File: src/logic/eil_pkg.sv
// Package for the external interrupt pin latch: offsets, field positions, reset values, bus and CPU types.
// Assumes a byte-wide register port with word offsets chosen below.
package eil_pkg;
   localparam int unsigned EIL_ADDR_W = 4;
   localparam int unsigned EIL_DATA_W = 8;
   localparam logic [3:0] EIL_OFF_STATUS_CONTROL = 4'h0;
   localparam logic [3:0] EIL_OFF_CONFIG = 4'h1;
   localparam logic [3:0] EIL_OFF_IRQ_STATUS = 4'h2;
   localparam logic [3:0] EIL_OFF_IRQ_MASK = 4'h3;
   localparam logic [3:0] EIL_OFF_PORT = 4'h4;
   // Status and control field positions
   localparam int unsigned EIL_BIT_MODE = 0;
   localparam int unsigned EIL_BIT_MASK = 1;
   localparam int unsigned EIL_BIT_ACK = 2;
   localparam int unsigned EIL_BIT_PEND = 3;
   // Config field positions
   localparam int unsigned EIL_BIT_FEN = 0;
   localparam int unsigned EIL_BIT_BREAK_CLEAR_ENABLE = 1;
   // Event bit positions
   localparam int unsigned EIL_EV_LATCH = 0;
   localparam int unsigned EIL_EV_CLEAR = 1;
   localparam logic [1:0] EIL_EV_RESET = 2'h0;
   localparam logic [7:0] EIL_RD_RESET = 8'h00;
   localparam logic EIL_PIN_IDLE = 1'b1;

   typedef struct packed {
      logic [EIL_ADDR_W-1:0] addr;
      logic [EIL_DATA_W-1:0] wdata;
      logic wr;
      logic rd;
   } eil_bus_t;

   typedef struct packed {
      logic vector_fetch;
      logic break_state;
   } eil_cpu_t;

   function automatic logic eil_hit(input eil_bus_t b, input logic [3:0] off);
      return b.addr == off;
   endfunction
endpackage

File: src/logic/eil_pin_sync.sv
// Two-stage synchroniser and falling-edge detector for the interrupt pin.
// Assumes the pin is asynchronous to REF_CLK_IN; it idles high.
`timescale 1ns/1ns
module eil_pin_sync
   import eil_pkg::*;
(
   input wire logic clk_in,
   input wire logic rst_b_in,
   input wire logic ce_in,
   input wire logic pin_b_in,
   output logic level_out,
   output logic fall_out
);
   typedef struct packed {
      logic s1;
      logic s2;
      logic prev;
   } eil_sync_t;
   eil_sync_t st, next_st;

   always_comb begin
      next_st = st;
      if (ce_in) begin
         next_st.s1 = pin_b_in;
         next_st.s2 = st.s1;
         next_st.prev = st.s2;
      end
   end

   always_ff @(posedge clk_in or negedge rst_b_in) begin
      if (!rst_b_in) begin
         st <= '{EIL_PIN_IDLE, EIL_PIN_IDLE, EIL_PIN_IDLE};
      end else begin
         st <= next_st;
      end
   end

   assign level_out = st.s2;
   // Edge taken from the second stage only; the first stage stays metastability-isolated
   assign fall_out = st.prev & ~st.s2;

   // A frozen chain keeps its edge flag, so only edges right after a live cycle are checked
   AST_FALL_PAIR: assert property (@(posedge clk_in) disable iff (!rst_b_in)
      ($past(ce_in) && fall_out) |-> ($past(level_out) && !level_out))
      else $error("fall seen without high to low sample");
endmodule

File: src/logic/eil_regs.sv
// Event status and mask registers with a level interrupt output.
// Assumes one-cycle write strobes; events are one-cycle pulses.
`timescale 1ns/1ns
module eil_regs
   import eil_pkg::*;
(
   input wire logic clk_in,
   input wire logic rst_b_in,
   input wire logic ce_in,
   input wire logic [1:0] ev_in,
   input wire logic st_clr_wr_in,
   input wire logic mask_wr_in,
   input wire logic [1:0] wdata_in,
   output logic [1:0] status_out,
   output logic [1:0] mask_out,
   output logic irq_out
);
   typedef struct packed {
      logic [1:0] status;
      logic [1:0] mask;
      logic irq;
   } eil_ev_t;
   eil_ev_t st, next_st;

   always_comb begin
      next_st = st;
      if (ce_in) begin
         // Set wins over a simultaneous write-one clear
         next_st.status = (st.status & ~(st_clr_wr_in ? wdata_in : 2'h0)) | ev_in;
         if (mask_wr_in) begin
            next_st.mask = wdata_in;
         end
         next_st.irq = |(next_st.status & next_st.mask);
      end
   end

   always_ff @(posedge clk_in or negedge rst_b_in) begin
      if (!rst_b_in) begin
         st <= '{EIL_EV_RESET, EIL_EV_RESET, 1'b0};
      end else begin
         st <= next_st;
      end
   end

   assign status_out = st.status;
   assign mask_out = st.mask;
   assign irq_out = st.irq;
endmodule

File: src/logic/eil_top.sv
// Top of the external interrupt pin latch: request latch, sensitivity control, mask, register port.
// Assumes a synchronous byte register port and one-cycle vector-fetch pulses from the CPU.
`timescale 1ns/1ns
// Overview of operation
// - Pin function only when enable bit set
// - Falling edge sets the request latch
// - Vector fetch acknowledge clears the latch
// - Writing one to acknowledge clears latch
// - Any reset clears the latch
// - Edge-only after reset; mode bit selects level
// - Edge mode: request holds until acknowledged
// - Level mode: needs acknowledge and pin high
// - Level mode: pending while pin stays low
// - Reset clears latch and mode bit
// - Module mask withholds request from CPU
// - Pending flag readable regardless of mask
// - Acknowledge bit always reads zero
// - Port bit reads zero while enabled
// - Break state blocks software acknowledge unless break clear enable is set
module eil_top
   import eil_pkg::*;
(
   input wire logic REF_CLK_IN,
   input wire logic RST_B_IN,
   input wire logic CE_IN,
   input wire logic IRQ_PIN_B_IN,
   input wire logic VECTOR_FETCH_IN,
   input wire logic BREAK_STATE_IN,
   input wire logic [3:0] ADDR_IN,
   input wire logic [7:0] WDATA_IN,
   input wire logic WR_IN,
   input wire logic RD_IN,
   output logic [7:0] RDATA_OUT,
   output logic CPU_IRQ_REQ_OUT,
   output logic PIN_LEVEL_OUT,
   output logic EVENT_IRQ_OUT
);
   typedef enum logic [2:0] {
      EIL_IDLE = 3'b001,
      EIL_LATCHED = 3'b010,
      EIL_HELD = 3'b100
   } eil_state_t;

   typedef struct packed {
      eil_state_t fsm;
      logic mode;
      logic mask;
      logic fen;
      logic break_clear_enable;
      logic [7:0] rdata;
      logic req;
      logic lvl;
   } eil_top_st_t;

   eil_top_st_t st, next_st;
   eil_bus_t bus;
   logic pin_level, pin_fall;
   logic [1:0] ev, ev_status, ev_mask;
   logic ev_irq;
   logic sw_ack, ack, pend, fall_en;

   assign bus = '{ADDR_IN, WDATA_IN, WR_IN, RD_IN};

   // One write decode shared by control, acknowledge and event strobes
   function automatic logic eil_wr_hit(input eil_bus_t b, input logic [3:0] off);
      return b.wr && eil_hit(b, off);
   endfunction

   logic wr_sc, wr_cfg, wr_ev_clr, wr_ev_mask;
   assign wr_sc = eil_wr_hit(bus, EIL_OFF_STATUS_CONTROL);
   assign wr_cfg = eil_wr_hit(bus, EIL_OFF_CONFIG);
   assign wr_ev_clr = eil_wr_hit(bus, EIL_OFF_IRQ_STATUS);
   assign wr_ev_mask = eil_wr_hit(bus, EIL_OFF_IRQ_MASK);

   eil_pin_sync u_sync (
      .clk_in(REF_CLK_IN),
      .rst_b_in(RST_B_IN),
      .ce_in(CE_IN),
      .pin_b_in(IRQ_PIN_B_IN),
      .level_out(pin_level),
      .fall_out(pin_fall)
   );

   // Software acknowledge is ignored in break unless break clearing is enabled
   assign sw_ack = wr_sc && WDATA_IN[EIL_BIT_ACK]
                   && (!BREAK_STATE_IN || st.break_clear_enable);
   assign ack = VECTOR_FETCH_IN || sw_ack;
   assign fall_en = st.fen && pin_fall;
   assign pend = (st.fsm != EIL_IDLE);

   always_comb begin
      next_st = st;
      ev = 2'h0;
      if (CE_IN) begin
         if (wr_sc) begin
            next_st.mode = WDATA_IN[EIL_BIT_MODE];
            next_st.mask = WDATA_IN[EIL_BIT_MASK];
         end
         if (wr_cfg) begin
            next_st.fen = WDATA_IN[EIL_BIT_FEN];
            next_st.break_clear_enable = WDATA_IN[EIL_BIT_BREAK_CLEAR_ENABLE];
         end
         case (st.fsm)
            EIL_IDLE: begin
               if (fall_en) begin
                  next_st.fsm = EIL_LATCHED;
                  ev[EIL_EV_LATCH] = 1'b1;
               end
            end
            EIL_LATCHED: begin
               if (ack) begin
                  ev[EIL_EV_CLEAR] = 1'b1;
                  // Level mode with pin still low keeps the request alive
                  if (st.mode && !pin_level && st.fen) begin
                     next_st.fsm = EIL_HELD;
                  end else if (fall_en) begin
                     next_st.fsm = EIL_LATCHED;
                  end else begin
                     next_st.fsm = EIL_IDLE;
                  end
               end
            end
            EIL_HELD: begin
               if (!st.mode || pin_level || !st.fen) begin
                  next_st.fsm = EIL_IDLE;
               end
            end
            default: begin
               next_st.fsm = EIL_IDLE;
            end
         endcase
         next_st.rdata = EIL_RD_RESET;
         if (bus.rd) begin
            case (bus.addr)
               EIL_OFF_STATUS_CONTROL: begin
                  // Acknowledge bit position left zero
                  next_st.rdata[EIL_BIT_MODE] = st.mode;
                  next_st.rdata[EIL_BIT_MASK] = st.mask;
                  next_st.rdata[EIL_BIT_PEND] = pend;
               end
               EIL_OFF_CONFIG: begin
                  next_st.rdata[EIL_BIT_FEN] = st.fen;
                  next_st.rdata[EIL_BIT_BREAK_CLEAR_ENABLE] = st.break_clear_enable;
               end
               EIL_OFF_IRQ_STATUS: begin
                  next_st.rdata[1:0] = ev_status;
               end
               EIL_OFF_IRQ_MASK: begin
                  next_st.rdata[1:0] = ev_mask;
               end
               EIL_OFF_PORT: begin
                  next_st.rdata[0] = st.fen ? 1'b0 : pin_level;
               end
               default: begin
                  next_st.rdata = EIL_RD_RESET;
               end
            endcase
         end
         // CPU global mask is applied by the core, not here
         next_st.req = (next_st.fsm != EIL_IDLE) && !next_st.mask;
         next_st.lvl = st.fen ? pin_level : 1'b1;
      end
   end

   always_ff @(posedge REF_CLK_IN or negedge RST_B_IN) begin
      if (!RST_B_IN) begin
         // Reset drops latch and mode even with the pin low
         st <= '{EIL_IDLE, 1'b0, 1'b0, 1'b0, 1'b0, EIL_RD_RESET, 1'b0, 1'b1};
      end else begin
         st <= next_st;
      end
   end

   eil_regs u_regs (
      .clk_in(REF_CLK_IN),
      .rst_b_in(RST_B_IN),
      .ce_in(CE_IN),
      .ev_in(ev),
      .st_clr_wr_in(wr_ev_clr),
      .mask_wr_in(wr_ev_mask),
      .wdata_in(WDATA_IN[1:0]),
      .status_out(ev_status),
      .mask_out(ev_mask),
      .irq_out(ev_irq)
   );

   assign RDATA_OUT = st.rdata;
   assign CPU_IRQ_REQ_OUT = st.req;
   assign PIN_LEVEL_OUT = st.lvl;
   assign EVENT_IRQ_OUT = ev_irq;

   AST_NO_LATCH_DISABLED: assert property (@(posedge REF_CLK_IN) disable iff (!RST_B_IN)
      (CE_IN && st.fsm == EIL_IDLE && !st.fen) |=> st.fsm == EIL_IDLE)
      else $error("latch set while function disabled");
   AST_EDGE_SETS: assert property (@(posedge REF_CLK_IN) disable iff (!RST_B_IN)
      (CE_IN && st.fsm == EIL_IDLE && fall_en) |=> st.fsm == EIL_LATCHED)
      else $error("enabled falling edge did not latch");
   AST_VF_CLEARS: assert property (@(posedge REF_CLK_IN) disable iff (!RST_B_IN)
      (CE_IN && st.fsm == EIL_LATCHED && VECTOR_FETCH_IN && !st.mode && !fall_en) |=> st.fsm == EIL_IDLE)
      else $error("vector fetch did not clear latch");
   AST_SW_ACK: assert property (@(posedge REF_CLK_IN) disable iff (!RST_B_IN)
      (CE_IN && st.fsm == EIL_LATCHED && sw_ack && !st.mode && !fall_en) |=> !pend)
      else $error("software acknowledge did not clear latch");
   AST_EDGE_HOLD: assert property (@(posedge REF_CLK_IN) disable iff (!RST_B_IN)
      (st.fsm == EIL_LATCHED && !ack) |=> st.fsm == EIL_LATCHED)
      else $error("edge request dropped without acknowledge");
   AST_LEVEL_HOLD: assert property (@(posedge REF_CLK_IN) disable iff (!RST_B_IN)
      (CE_IN && st.fsm == EIL_HELD && st.mode && st.fen && !pin_level) |=> pend)
      else $error("level request dropped while pin low");
   AST_MASK_GATE: assert property (@(posedge REF_CLK_IN) disable iff (!RST_B_IN)
      st.req |-> (!st.mask && pend))
      else $error("request presented while masked or not pending");
   AST_BREAK_PROTECT: assert property (@(posedge REF_CLK_IN) disable iff (!RST_B_IN)
      (st.fsm == EIL_LATCHED && BREAK_STATE_IN && !st.break_clear_enable && !VECTOR_FETCH_IN) |=> st.fsm == EIL_LATCHED)
      else $error("break state acknowledge changed latch");
   AST_ACK_READS_ZERO: assert property (@(posedge REF_CLK_IN) disable iff (!RST_B_IN)
      (CE_IN && RD_IN && ADDR_IN == EIL_OFF_STATUS_CONTROL) |=> !RDATA_OUT[EIL_BIT_ACK])
      else $error("acknowledge bit read as one");

   // Register port: writes land one edge later, reads stand for one cycle only
   AST_MODE_WRITE: assert property (@(posedge REF_CLK_IN) disable iff (!RST_B_IN)
      (CE_IN && wr_sc) |=> st.mode == $past(WDATA_IN[EIL_BIT_MODE]))
      else $error("mode bit did not take the written value");
   AST_MASK_WRITE: assert property (@(posedge REF_CLK_IN) disable iff (!RST_B_IN)
      (CE_IN && wr_sc) |=> st.mask == $past(WDATA_IN[EIL_BIT_MASK]))
      else $error("module mask did not take the written value");
   AST_FEN_WRITE: assert property (@(posedge REF_CLK_IN) disable iff (!RST_B_IN)
      (CE_IN && wr_cfg) |=> st.fen == $past(WDATA_IN[EIL_BIT_FEN]))
      else $error("function enable did not take the written value");
   AST_BREAK_CLEAR_ENABLE_WRITE: assert property (@(posedge REF_CLK_IN) disable iff (!RST_B_IN)
      (CE_IN && wr_cfg) |=> st.break_clear_enable == $past(WDATA_IN[EIL_BIT_BREAK_CLEAR_ENABLE]))
      else $error("break clear enable did not take the written value");
   AST_MODE_KEPT: assert property (@(posedge REF_CLK_IN) disable iff (!RST_B_IN)
      (CE_IN && !wr_sc) |=> $stable(st.mode))
      else $error("mode bit changed without a write");
   AST_PEND_READ: assert property (@(posedge REF_CLK_IN) disable iff (!RST_B_IN)
      (CE_IN && RD_IN && ADDR_IN == EIL_OFF_STATUS_CONTROL) |=> RDATA_OUT[EIL_BIT_PEND] == $past(pend))
      else $error("pending flag read differs from latch state");
   AST_PORT_ZERO: assert property (@(posedge REF_CLK_IN) disable iff (!RST_B_IN)
      (CE_IN && RD_IN && ADDR_IN == EIL_OFF_PORT && st.fen) |=> RDATA_OUT == 8'h00)
      else $error("port bit read nonzero while function enabled");
   AST_PORT_LEVEL: assert property (@(posedge REF_CLK_IN) disable iff (!RST_B_IN)
      (CE_IN && RD_IN && ADDR_IN == EIL_OFF_PORT && !st.fen) |=> RDATA_OUT[0] == $past(pin_level))
      else $error("port bit read differs from pin while function disabled");
   AST_READ_IDLE: assert property (@(posedge REF_CLK_IN) disable iff (!RST_B_IN)
      (CE_IN && !RD_IN) |=> RDATA_OUT == 8'h00)
      else $error("read data nonzero without a read");
   AST_UNMAPPED_READ: assert property (@(posedge REF_CLK_IN) disable iff (!RST_B_IN)
      (CE_IN && RD_IN && ADDR_IN > EIL_OFF_PORT) |=> RDATA_OUT == 8'h00)
      else $error("unmapped address read nonzero");

   // Latch: in edge mode a new edge beats a simultaneous acknowledge so no request is lost
   AST_EDGE_EVENT: assert property (@(posedge REF_CLK_IN) disable iff (!RST_B_IN)
      (CE_IN && st.fsm == EIL_IDLE && fall_en) |=> ev_status[EIL_EV_LATCH])
      else $error("latch event not recorded");
   AST_ACK_EVENT: assert property (@(posedge REF_CLK_IN) disable iff (!RST_B_IN)
      (CE_IN && st.fsm == EIL_LATCHED && ack) |=> ev_status[EIL_EV_CLEAR])
      else $error("clear event not recorded");
   AST_REFIRE_WINS: assert property (@(posedge REF_CLK_IN) disable iff (!RST_B_IN)
      (CE_IN && st.fsm == EIL_LATCHED && ack && fall_en && !st.mode) |=> st.fsm == EIL_LATCHED)
      else $error("edge coinciding with acknowledge was lost");
   AST_IDLE_NEEDS_EDGE: assert property (@(posedge REF_CLK_IN) disable iff (!RST_B_IN)
      (CE_IN && st.fsm == EIL_IDLE && !fall_en) |=> st.fsm == EIL_IDLE)
      else $error("latch set without an enabled edge");
   AST_IDLE_NOT_HELD: assert property (@(posedge REF_CLK_IN) disable iff (!RST_B_IN)
      (st.fsm == EIL_IDLE) |=> st.fsm != EIL_HELD)
      else $error("held state entered without a latched request");
   AST_LEVEL_ACK_LOW: assert property (@(posedge REF_CLK_IN) disable iff (!RST_B_IN)
      (CE_IN && st.fsm == EIL_LATCHED && ack && st.mode && st.fen && !pin_level) |=> st.fsm == EIL_HELD)
      else $error("level request dropped on acknowledge with pin low");
   AST_LEVEL_RELEASE: assert property (@(posedge REF_CLK_IN) disable iff (!RST_B_IN)
      (CE_IN && st.fsm == EIL_HELD && pin_level) |=> st.fsm == EIL_IDLE)
      else $error("held request kept after pin returned high");
   AST_LEVEL_ACK_HIGH: assert property (@(posedge REF_CLK_IN) disable iff (!RST_B_IN)
      (CE_IN && st.fsm == EIL_LATCHED && ack && st.mode && pin_level) |=> st.fsm == EIL_IDLE)
      else $error("acknowledge with pin high did not clear level request");
   AST_HELD_EDGE_MODE: assert property (@(posedge REF_CLK_IN) disable iff (!RST_B_IN)
      (CE_IN && st.fsm == EIL_HELD && !st.mode) |=> st.fsm == EIL_IDLE)
      else $error("held request kept in edge mode");
   AST_HELD_DISABLED: assert property (@(posedge REF_CLK_IN) disable iff (!RST_B_IN)
      (CE_IN && st.fsm == EIL_HELD && !st.fen) |=> st.fsm == EIL_IDLE)
      else $error("held request kept with function disabled");
   AST_HELD_ACK_NO_EFFECT: assert property (@(posedge REF_CLK_IN) disable iff (!RST_B_IN)
      (CE_IN && st.fsm == EIL_HELD && st.mode && st.fen && !pin_level && ack) |=> st.fsm == EIL_HELD)
      else $error("acknowledge released a request with pin low");
   AST_BREAK_CLEAR_EN: assert property (@(posedge REF_CLK_IN) disable iff (!RST_B_IN)
      (CE_IN && st.fsm == EIL_LATCHED && BREAK_STATE_IN && st.break_clear_enable && sw_ack && !st.mode && !fall_en)
         |=> st.fsm == EIL_IDLE)
      else $error("enabled break acknowledge did not clear latch");

   // Outputs and freeze
   AST_REQ_UNMASKED: assert property (@(posedge REF_CLK_IN) disable iff (!RST_B_IN)
      (pend && !st.mask) |-> st.req)
      else $error("unmasked pending request not presented");
   AST_LVL_DISABLED: assert property (@(posedge REF_CLK_IN) disable iff (!RST_B_IN)
      (CE_IN && !st.fen) |=> PIN_LEVEL_OUT)
      else $error("pin level shown low while function disabled");
   AST_LVL_ENABLED: assert property (@(posedge REF_CLK_IN) disable iff (!RST_B_IN)
      (CE_IN && st.fen) |=> PIN_LEVEL_OUT == $past(pin_level))
      else $error("pin level output differs from synchronised pin");
   AST_EVENT_IRQ_OFF: assert property (@(posedge REF_CLK_IN) disable iff (!RST_B_IN)
      ev_irq |-> (|(ev_status & ev_mask)))
      else $error("event interrupt high with no unmasked event");
   AST_EVENT_IRQ_ON: assert property (@(posedge REF_CLK_IN) disable iff (!RST_B_IN)
      (|(ev_status & ev_mask)) |-> ev_irq)
      else $error("unmasked event without event interrupt");
   AST_EVENT_CLEAR: assert property (@(posedge REF_CLK_IN) disable iff (!RST_B_IN)
      (CE_IN && wr_ev_clr && WDATA_IN[EIL_EV_LATCH] && !(st.fsm == EIL_IDLE && fall_en))
         |=> !ev_status[EIL_EV_LATCH])
      else $error("latch event not cleared by write one");
   AST_FREEZE: assert property (@(posedge REF_CLK_IN) disable iff (!RST_B_IN)
      !CE_IN |=> $stable(st))
      else $error("state changed while clock enable low");
endmodule

File: config.mk
export PLATFORM = sky130hd
export DESIGN_NAME = eil_top
export DESIGN_NICKNAME = d
export VERILOG_FILES = /design/src/logic/eil_pkg.sv /design/src/logic/eil_pin_sync.sv /design/src/logic/eil_regs.sv /design/src/logic/eil_top.sv
export SDC_FILE = /design/constraint.sdc
export NUM_CORES = 1
export LEC_CHECK = 0
export BUFFER_PORTS_ARGS = -buffer_cell sky130_fd_sc_hd__buf_2
export CELL_PAD_IN_SITES_DETAIL_PLACEMENT = 1
export CELL_PAD_IN_SITES_GLOBAL_PLACEMENT = 1
export CORE_MARGIN = 3
export CORE_UTILIZATION = 42
export DETAILED_ROUTE_END_ITERATION = 7
export HOLD_SLACK_MARGIN = 0.12
export PLACE_DENSITY_LB_ADDON = 0.05
export SKIP_LAST_GASP = 1
export SLEW_MARGIN = 20
export SYNTH_ARGS = -nofsm -noshare
export SYNTH_HDL_FRONTEND = slang
export SYNTH_SLANG_ARGS = --single-unit
File: constraint.sdc
create_clock -name REF_CLK_IN -period 4.3 [get_ports REF_CLK_IN]
set_input_delay 0.215 -clock REF_CLK_IN [delete_from_list [all_inputs] [get_ports REF_CLK_IN]]
set_output_delay 0.215 -clock REF_CLK_IN [all_outputs]
set_load 0.02 [all_outputs]
Word-level counts from Yosys, hierarchy flattened. Cells that the tools add are included.

Output and inout port bits: 11. Word-level logic and storage cells: 76. Register bits after elaboration: 25.

Eq/ne operators: 10. Bitwise operators: 6. Reduce and logical (&&, ||, !) cells: 23. Multiplexer cells: 23.

Operator list (count): $mux W3 (5); $mux W2 (7); $logic_and A1 B1 Y1 (10); $pmux W3 S3 (1); $eq A4 B2 Y1 const B (2); $mux W1 (7); $ne A3 B1 Y1 const B (2); $logic_not A1 Y1 (5); $pmux W1 S5 (1); $and A2 B2 Y2 (2); $eq A4 B1 Y1 const B (1); $eq A4 B3 Y1 const B (1); $logic_not A4 Y1 (1); $logic_or A1 B1 Y1 (4); $mux W4 (1); $pmux W1 S4 (1); $reduce_and A2 Y1 (2); $eq A3 B1 Y1 const B (1); $eq A3 B2 Y1 const B (1); $eq A3 B3 Y1 const B (1); $ne A2 B1 Y1 const B (1); $not A2 Y2 (1); $or A2 B2 Y2 (1); $reduce_or A2 Y1 (1); other kinds (2) (2).

Logic depth before layout (Yosys ltp).
Depth after elaboration: 11. Gate-level depth with buffers: 5.

By module. Synthesis repeated with hierarchy kept, for this count alone.

Cells, all modules: 110. Area, all modules: 1177.4 sq um.

Modules (own cells, without submodules): eil_top (cells an instance 83, seq. area each 302.8 sq um, times used 1, area each 817.0 sq um); eil_regs (cells an instance 20, seq. area each 125.1 sq um, times used 1, area each 241.5 sq um); eil_pin_sync (cells an instance 7, seq. area each 78.8 sq um, times used 1, area each 118.9 sq um).

Worst setup path after synthesis. OpenSTA, ideal clock, no wires.

Path kind: reg2reg. From: reg u_sync.st (netlist bit u_sync.level_out). To: reg st (netlist bit CPU_IRQ_REQ_OUT). Cell stages (with the launch flop): 5. Path slack: 2849 ps. Required time: 4180 ps. Data arrival time: 1330 ps. Clock period less this slack: 1451 ps. Setup time: 120 ps. Path buffers: 0. Cells stage by stage: dfstp_2 nor2b_1 and3_1 o32a_2 a41o_1.

Cells in the longest elaborated chain, start to end: 10.

RTL lines: start: declaration (RTL line eil_pin_sync.sv:19) `eil_sync_t st, next_st;`; start signal: assignment (RTL line eil_pin_sync.sv:32) `st <= '{EIL_PIN_IDLE, EIL_PIN_IDLE, EIL_PIN_IDLE};`; start signal: assignment (RTL line eil_pin_sync.sv:34) `st <= next_st;`; $not A1 Y1 (RTL line eil_pin_sync.sv:40) `assign fall_out = st.prev & ~st.s2;`; $and A1 B1 Y1 (RTL line eil_pin_sync.sv:40); $logic_and A1 B1 Y1 (RTL line eil_top.sv:88) `assign fall_en = st.fen && pin_fall;`; $mux W2 (RTL line eil_top.sv:116) `end else if (fall_en) begin`; $mux W3 (RTL line eil_top.sv:114) `if (st.mode && !pin_level && st.fen) begin`; $mux W3 (RTL line eil_top.sv:111) `if (ack) begin`; $pmux W3 S3 * (RTL line eil_top.sv:103) `case (st.fsm)`; $mux W3 * (RTL line eil_top.sv:94) `if (CE_IN) begin`; $ne A3 B1 Y1 * (RTL line eil_top.sv:160) `next_st.req = (next_st.fsm != EIL_IDLE) && !next_st.mask;`; $logic_and A1 B1 Y1 * (RTL line eil_top.sv:160); end signal: assignment (RTL line eil_top.sv:168) `st <= '{EIL_IDLE, 1'b0, 1'b0, 1'b0, 1'b0, EIL_RD_RESET, 1'b0, 1'b1};`; end signal: assignment (RTL line eil_top.sv:170) `st <= next_st;`; end: declaration (RTL line eil_top.sv:55) `eil_top_st_t st, next_st;`.

Every way passes the cells marked *; elsewhere a longest branch is shown, timed or not. The select of a mux whose other input is x is not followed. A chain may end at the register's enable or synchronous reset.

Worst setup path in the final report.
From: reg st[14] (netlist name). To: reg st (netlist bit CPU_IRQ_REQ_OUT).

Cells in the longest elaborated chain, start to end: 5.

RTL lines (RTL line): $eq A3 B3 Y1 (tied with other cells) (eil_top.sv:103); $pmux W3 S3 * (eil_top.sv:103); $mux W3 * (eil_top.sv:94); $ne A3 B1 Y1 * (eil_top.sv:160); $logic_and A1 B1 Y1 * (eil_top.sv:160).

Marked as above.

==> impl_metrics.json <==
{
  "start_util": 0.456,
  "pin_count": 31,
  "wl_per_cell_um": 16.8,
  "num_vias": 927,
  "worst_hold_slack_ps": 152,
  "yosys.area.top_type_share": 0.321,
  "place_area_sq_um": 1250,
  "cp-end-kind": "flop",
  "power.total_mw": 0.470,
  "mostFrequentLayoutCell": "buf_2",
  "core_sq_um": 2570,
  "setup_viol": 0,
  "fin_skew_ps": 8.84,
  "setup_slack_ps": 2700,
  "dp.cells": 154,
  "power_per_cell_area_nw_per_um2": 362,
  "hpwl_um": 1970,
  "slew_viol_final": 0,
  "hold_buffers": 1,
  "max-vdd-ir-drop_mv": 0.218,
  "layout.cells.non_filler": 159,
  "finalCriticalPeriod_ps": 1600,
  "crit_fanout": 4,
  "vias_per_cell": 5.83,
  "cts.sinks": 20,
  "cts_buffers": 3,
  "pre_cts_ws_ps": 2740,
  "syn-cell-area_sq_um": 1170,
  "gp_congestion": 0.751,
  "synth_area_per_cell_sq_um": 10.6,
  "cp-start-kind": "flop",
  "p_leak_nw": 0.579,
  "grt_max_degree": 24,
  "max_freq_mhz": 624,
  "routed_wl_um": 2660,
  "ant_nets": 0,
  "tritoncts": "yes",
  "hp-start": "IRQ_PIN_B_IN",
  "design_area_sq_um": 1300,
  "period_share": 0.373,
  "track_usage": 0.171,
  "cts_resized": 0,
  "synthTopCellsByArea": "dfrtp_1 (32%), dfstp_2 (11%), mux2_2 (6.7%)",
  "crit_start": "st[14]$_DFFE_PN1P_",
  "fin_util": 0.506,
  "ys_ff_latch": 20,
  "cts_max_level": 1,
  "grt-ovfl-total": 0,
  "nNetsFinal": 150,
  "diodes": 0,
  "io_buffers": 20,
  "finalHoldViolations": 0,
  "status": "completed",
  "dr.pass1.iters": 4,
  "drive_gt1_frac": 0.310,
  "clock_latency_ps": 310,
  "synthCells": 111,
  "mostFrequentLayoutCells": "buf_2 (20), dfrtp_1 (15), o21ai_0 (8)",
  "yosysWarnings": 0,
  "fp.dieW_um": 58.8,
  "path_class": "reg2reg",
  "cts_setup_buffers": 0,
  "yosysTopAreaCell": "dfrtp_1",
  "hp-class": "in2reg",
  "cp_data_arrival_time_ps": 1860,
  "grt_pass1_wl_um": 4420,
  "antenna_found_initial": 0,
  "die_h_um": 58.8,
  "cts.path.max_buffers": 2,
  "r2r_start": "st[14]$_DFFE_PN1P_",
  "cap_violations": 0,
  "area_growth_pct": 10.9,
  "ctsRootBufferMaster": "clkbuf_4",
  "ys_types": 40,
  "drcViolationCount": 0,
  "grt_pass1_vias": 934,
  "drt_iter0_markers": 40,
  "rows": 18,
  "design.die.area_sq_um": 3460,
  "clk_pin_slew_worst_paths_ps": 130,
  "cp.required_ps": 4560,
  "setup_tns_ps": 0,
  "rsz0062_at_grt": "false",
  "yosysSeqAreaShare": 0.433
}
cell type report:
class / count / area (sq um)
Timing Repair Buffer: 21 / 110
Clock buffer: 4 / 36.3
Multi-Input combinational cell: 78 / 586
Fill cell: 300 / 1270
Tap cell: 30 / 37.5
Inverter: 6 / 22.5
Sequential cell: 20 / 507
report_power, final:
part	internal (mW)	total (mW)	leakage (nW)	switching, mW
logic	0.0496	0.110	0.310	0.0600
clock network	0.0517	0.115	0.0210	0.0633
registers	0.222	0.246	0.248	0.0241
path summary, 6_finish.rpt:
check                                                  to  slack [ps]  cells after the start
max                           CPU_IRQ_REQ_OUT$_DFFE_PN0P_        2700                      4
min                              u_sync.st[2]$_DFFE_PN1P_         150                      2
max reg2reg                   CPU_IRQ_REQ_OUT$_DFFE_PN0P_        2700                      4
min reg2reg                  u_sync.level_out$_DFFE_PN1P_         500                      2
max in group asynchronous       PIN_LEVEL_OUT$_DFFE_PN1P_        3570                      2
min in group asynchronous  u_regs.mask_out[1]$_DFFE_PN0P_         370                      2
routing by layer:
| layer | wire (um) | up-vias | track usage |
|---|---|---|---|
| met2 | 1220 | 37 | 0.267 |
| met1 | 1230 | 453 | 0.243 |
| met4 | 36 | 0 | 0.0680 |
| met5 | 0 | - | 0 |
| met3 | 181 | 4 | 0.0197 |
| li1 | - | 433 | - |
critical path: stages, from the launching register on:
cell and delay (ps):
dfstp_2 570, nor3b_1 340, and3_1 290, o32a_2 190, a41o_1 160
registers in the layout, summed over array words and instances, names as in the netlist:
signal             count
CPU_IRQ_REQ_OUT        1
PIN_LEVEL_OUT          1
RDATA_OUT              3
st                     7
u_regs.irq_out         1
u_regs.mask_out        2
u_regs.status_out      2
u_sync.level_out       1
u_sync.st              2
cells in the mapped netlist (all sizes together):
cell type   n
a21o        1
a21oi       3
a2bb2oi     1
a31oi       2
a32o        1
a41o        1
a41oi       1
and2        1
and3        2
and4        1
buf         9
clkbuf      2
conb        1
dfrtp      15
dfstp       5
inv         6
mux2        7
mux2i       1
mux4        2
nand2       7
nand2b      2
nand3       5
nand3b      1
nand4       1
nand4b      1
nand4bb     1
nor2        5
nor2b       3
nor3        1
nor3b       6
o21ai       8
o22ai       1
o2bb2ai     1
o311ai      1
o31ai       2
o32a        1
o41ai       1
or2         1
logic make-up after synthesis:
group	share of synthesized area
simple gates	0.201
compound gates	0.162
flops	0.433
buf+inv	0.0801
mux	0.121
other cells	0.00320
Power figures use the tool's default switching activity.
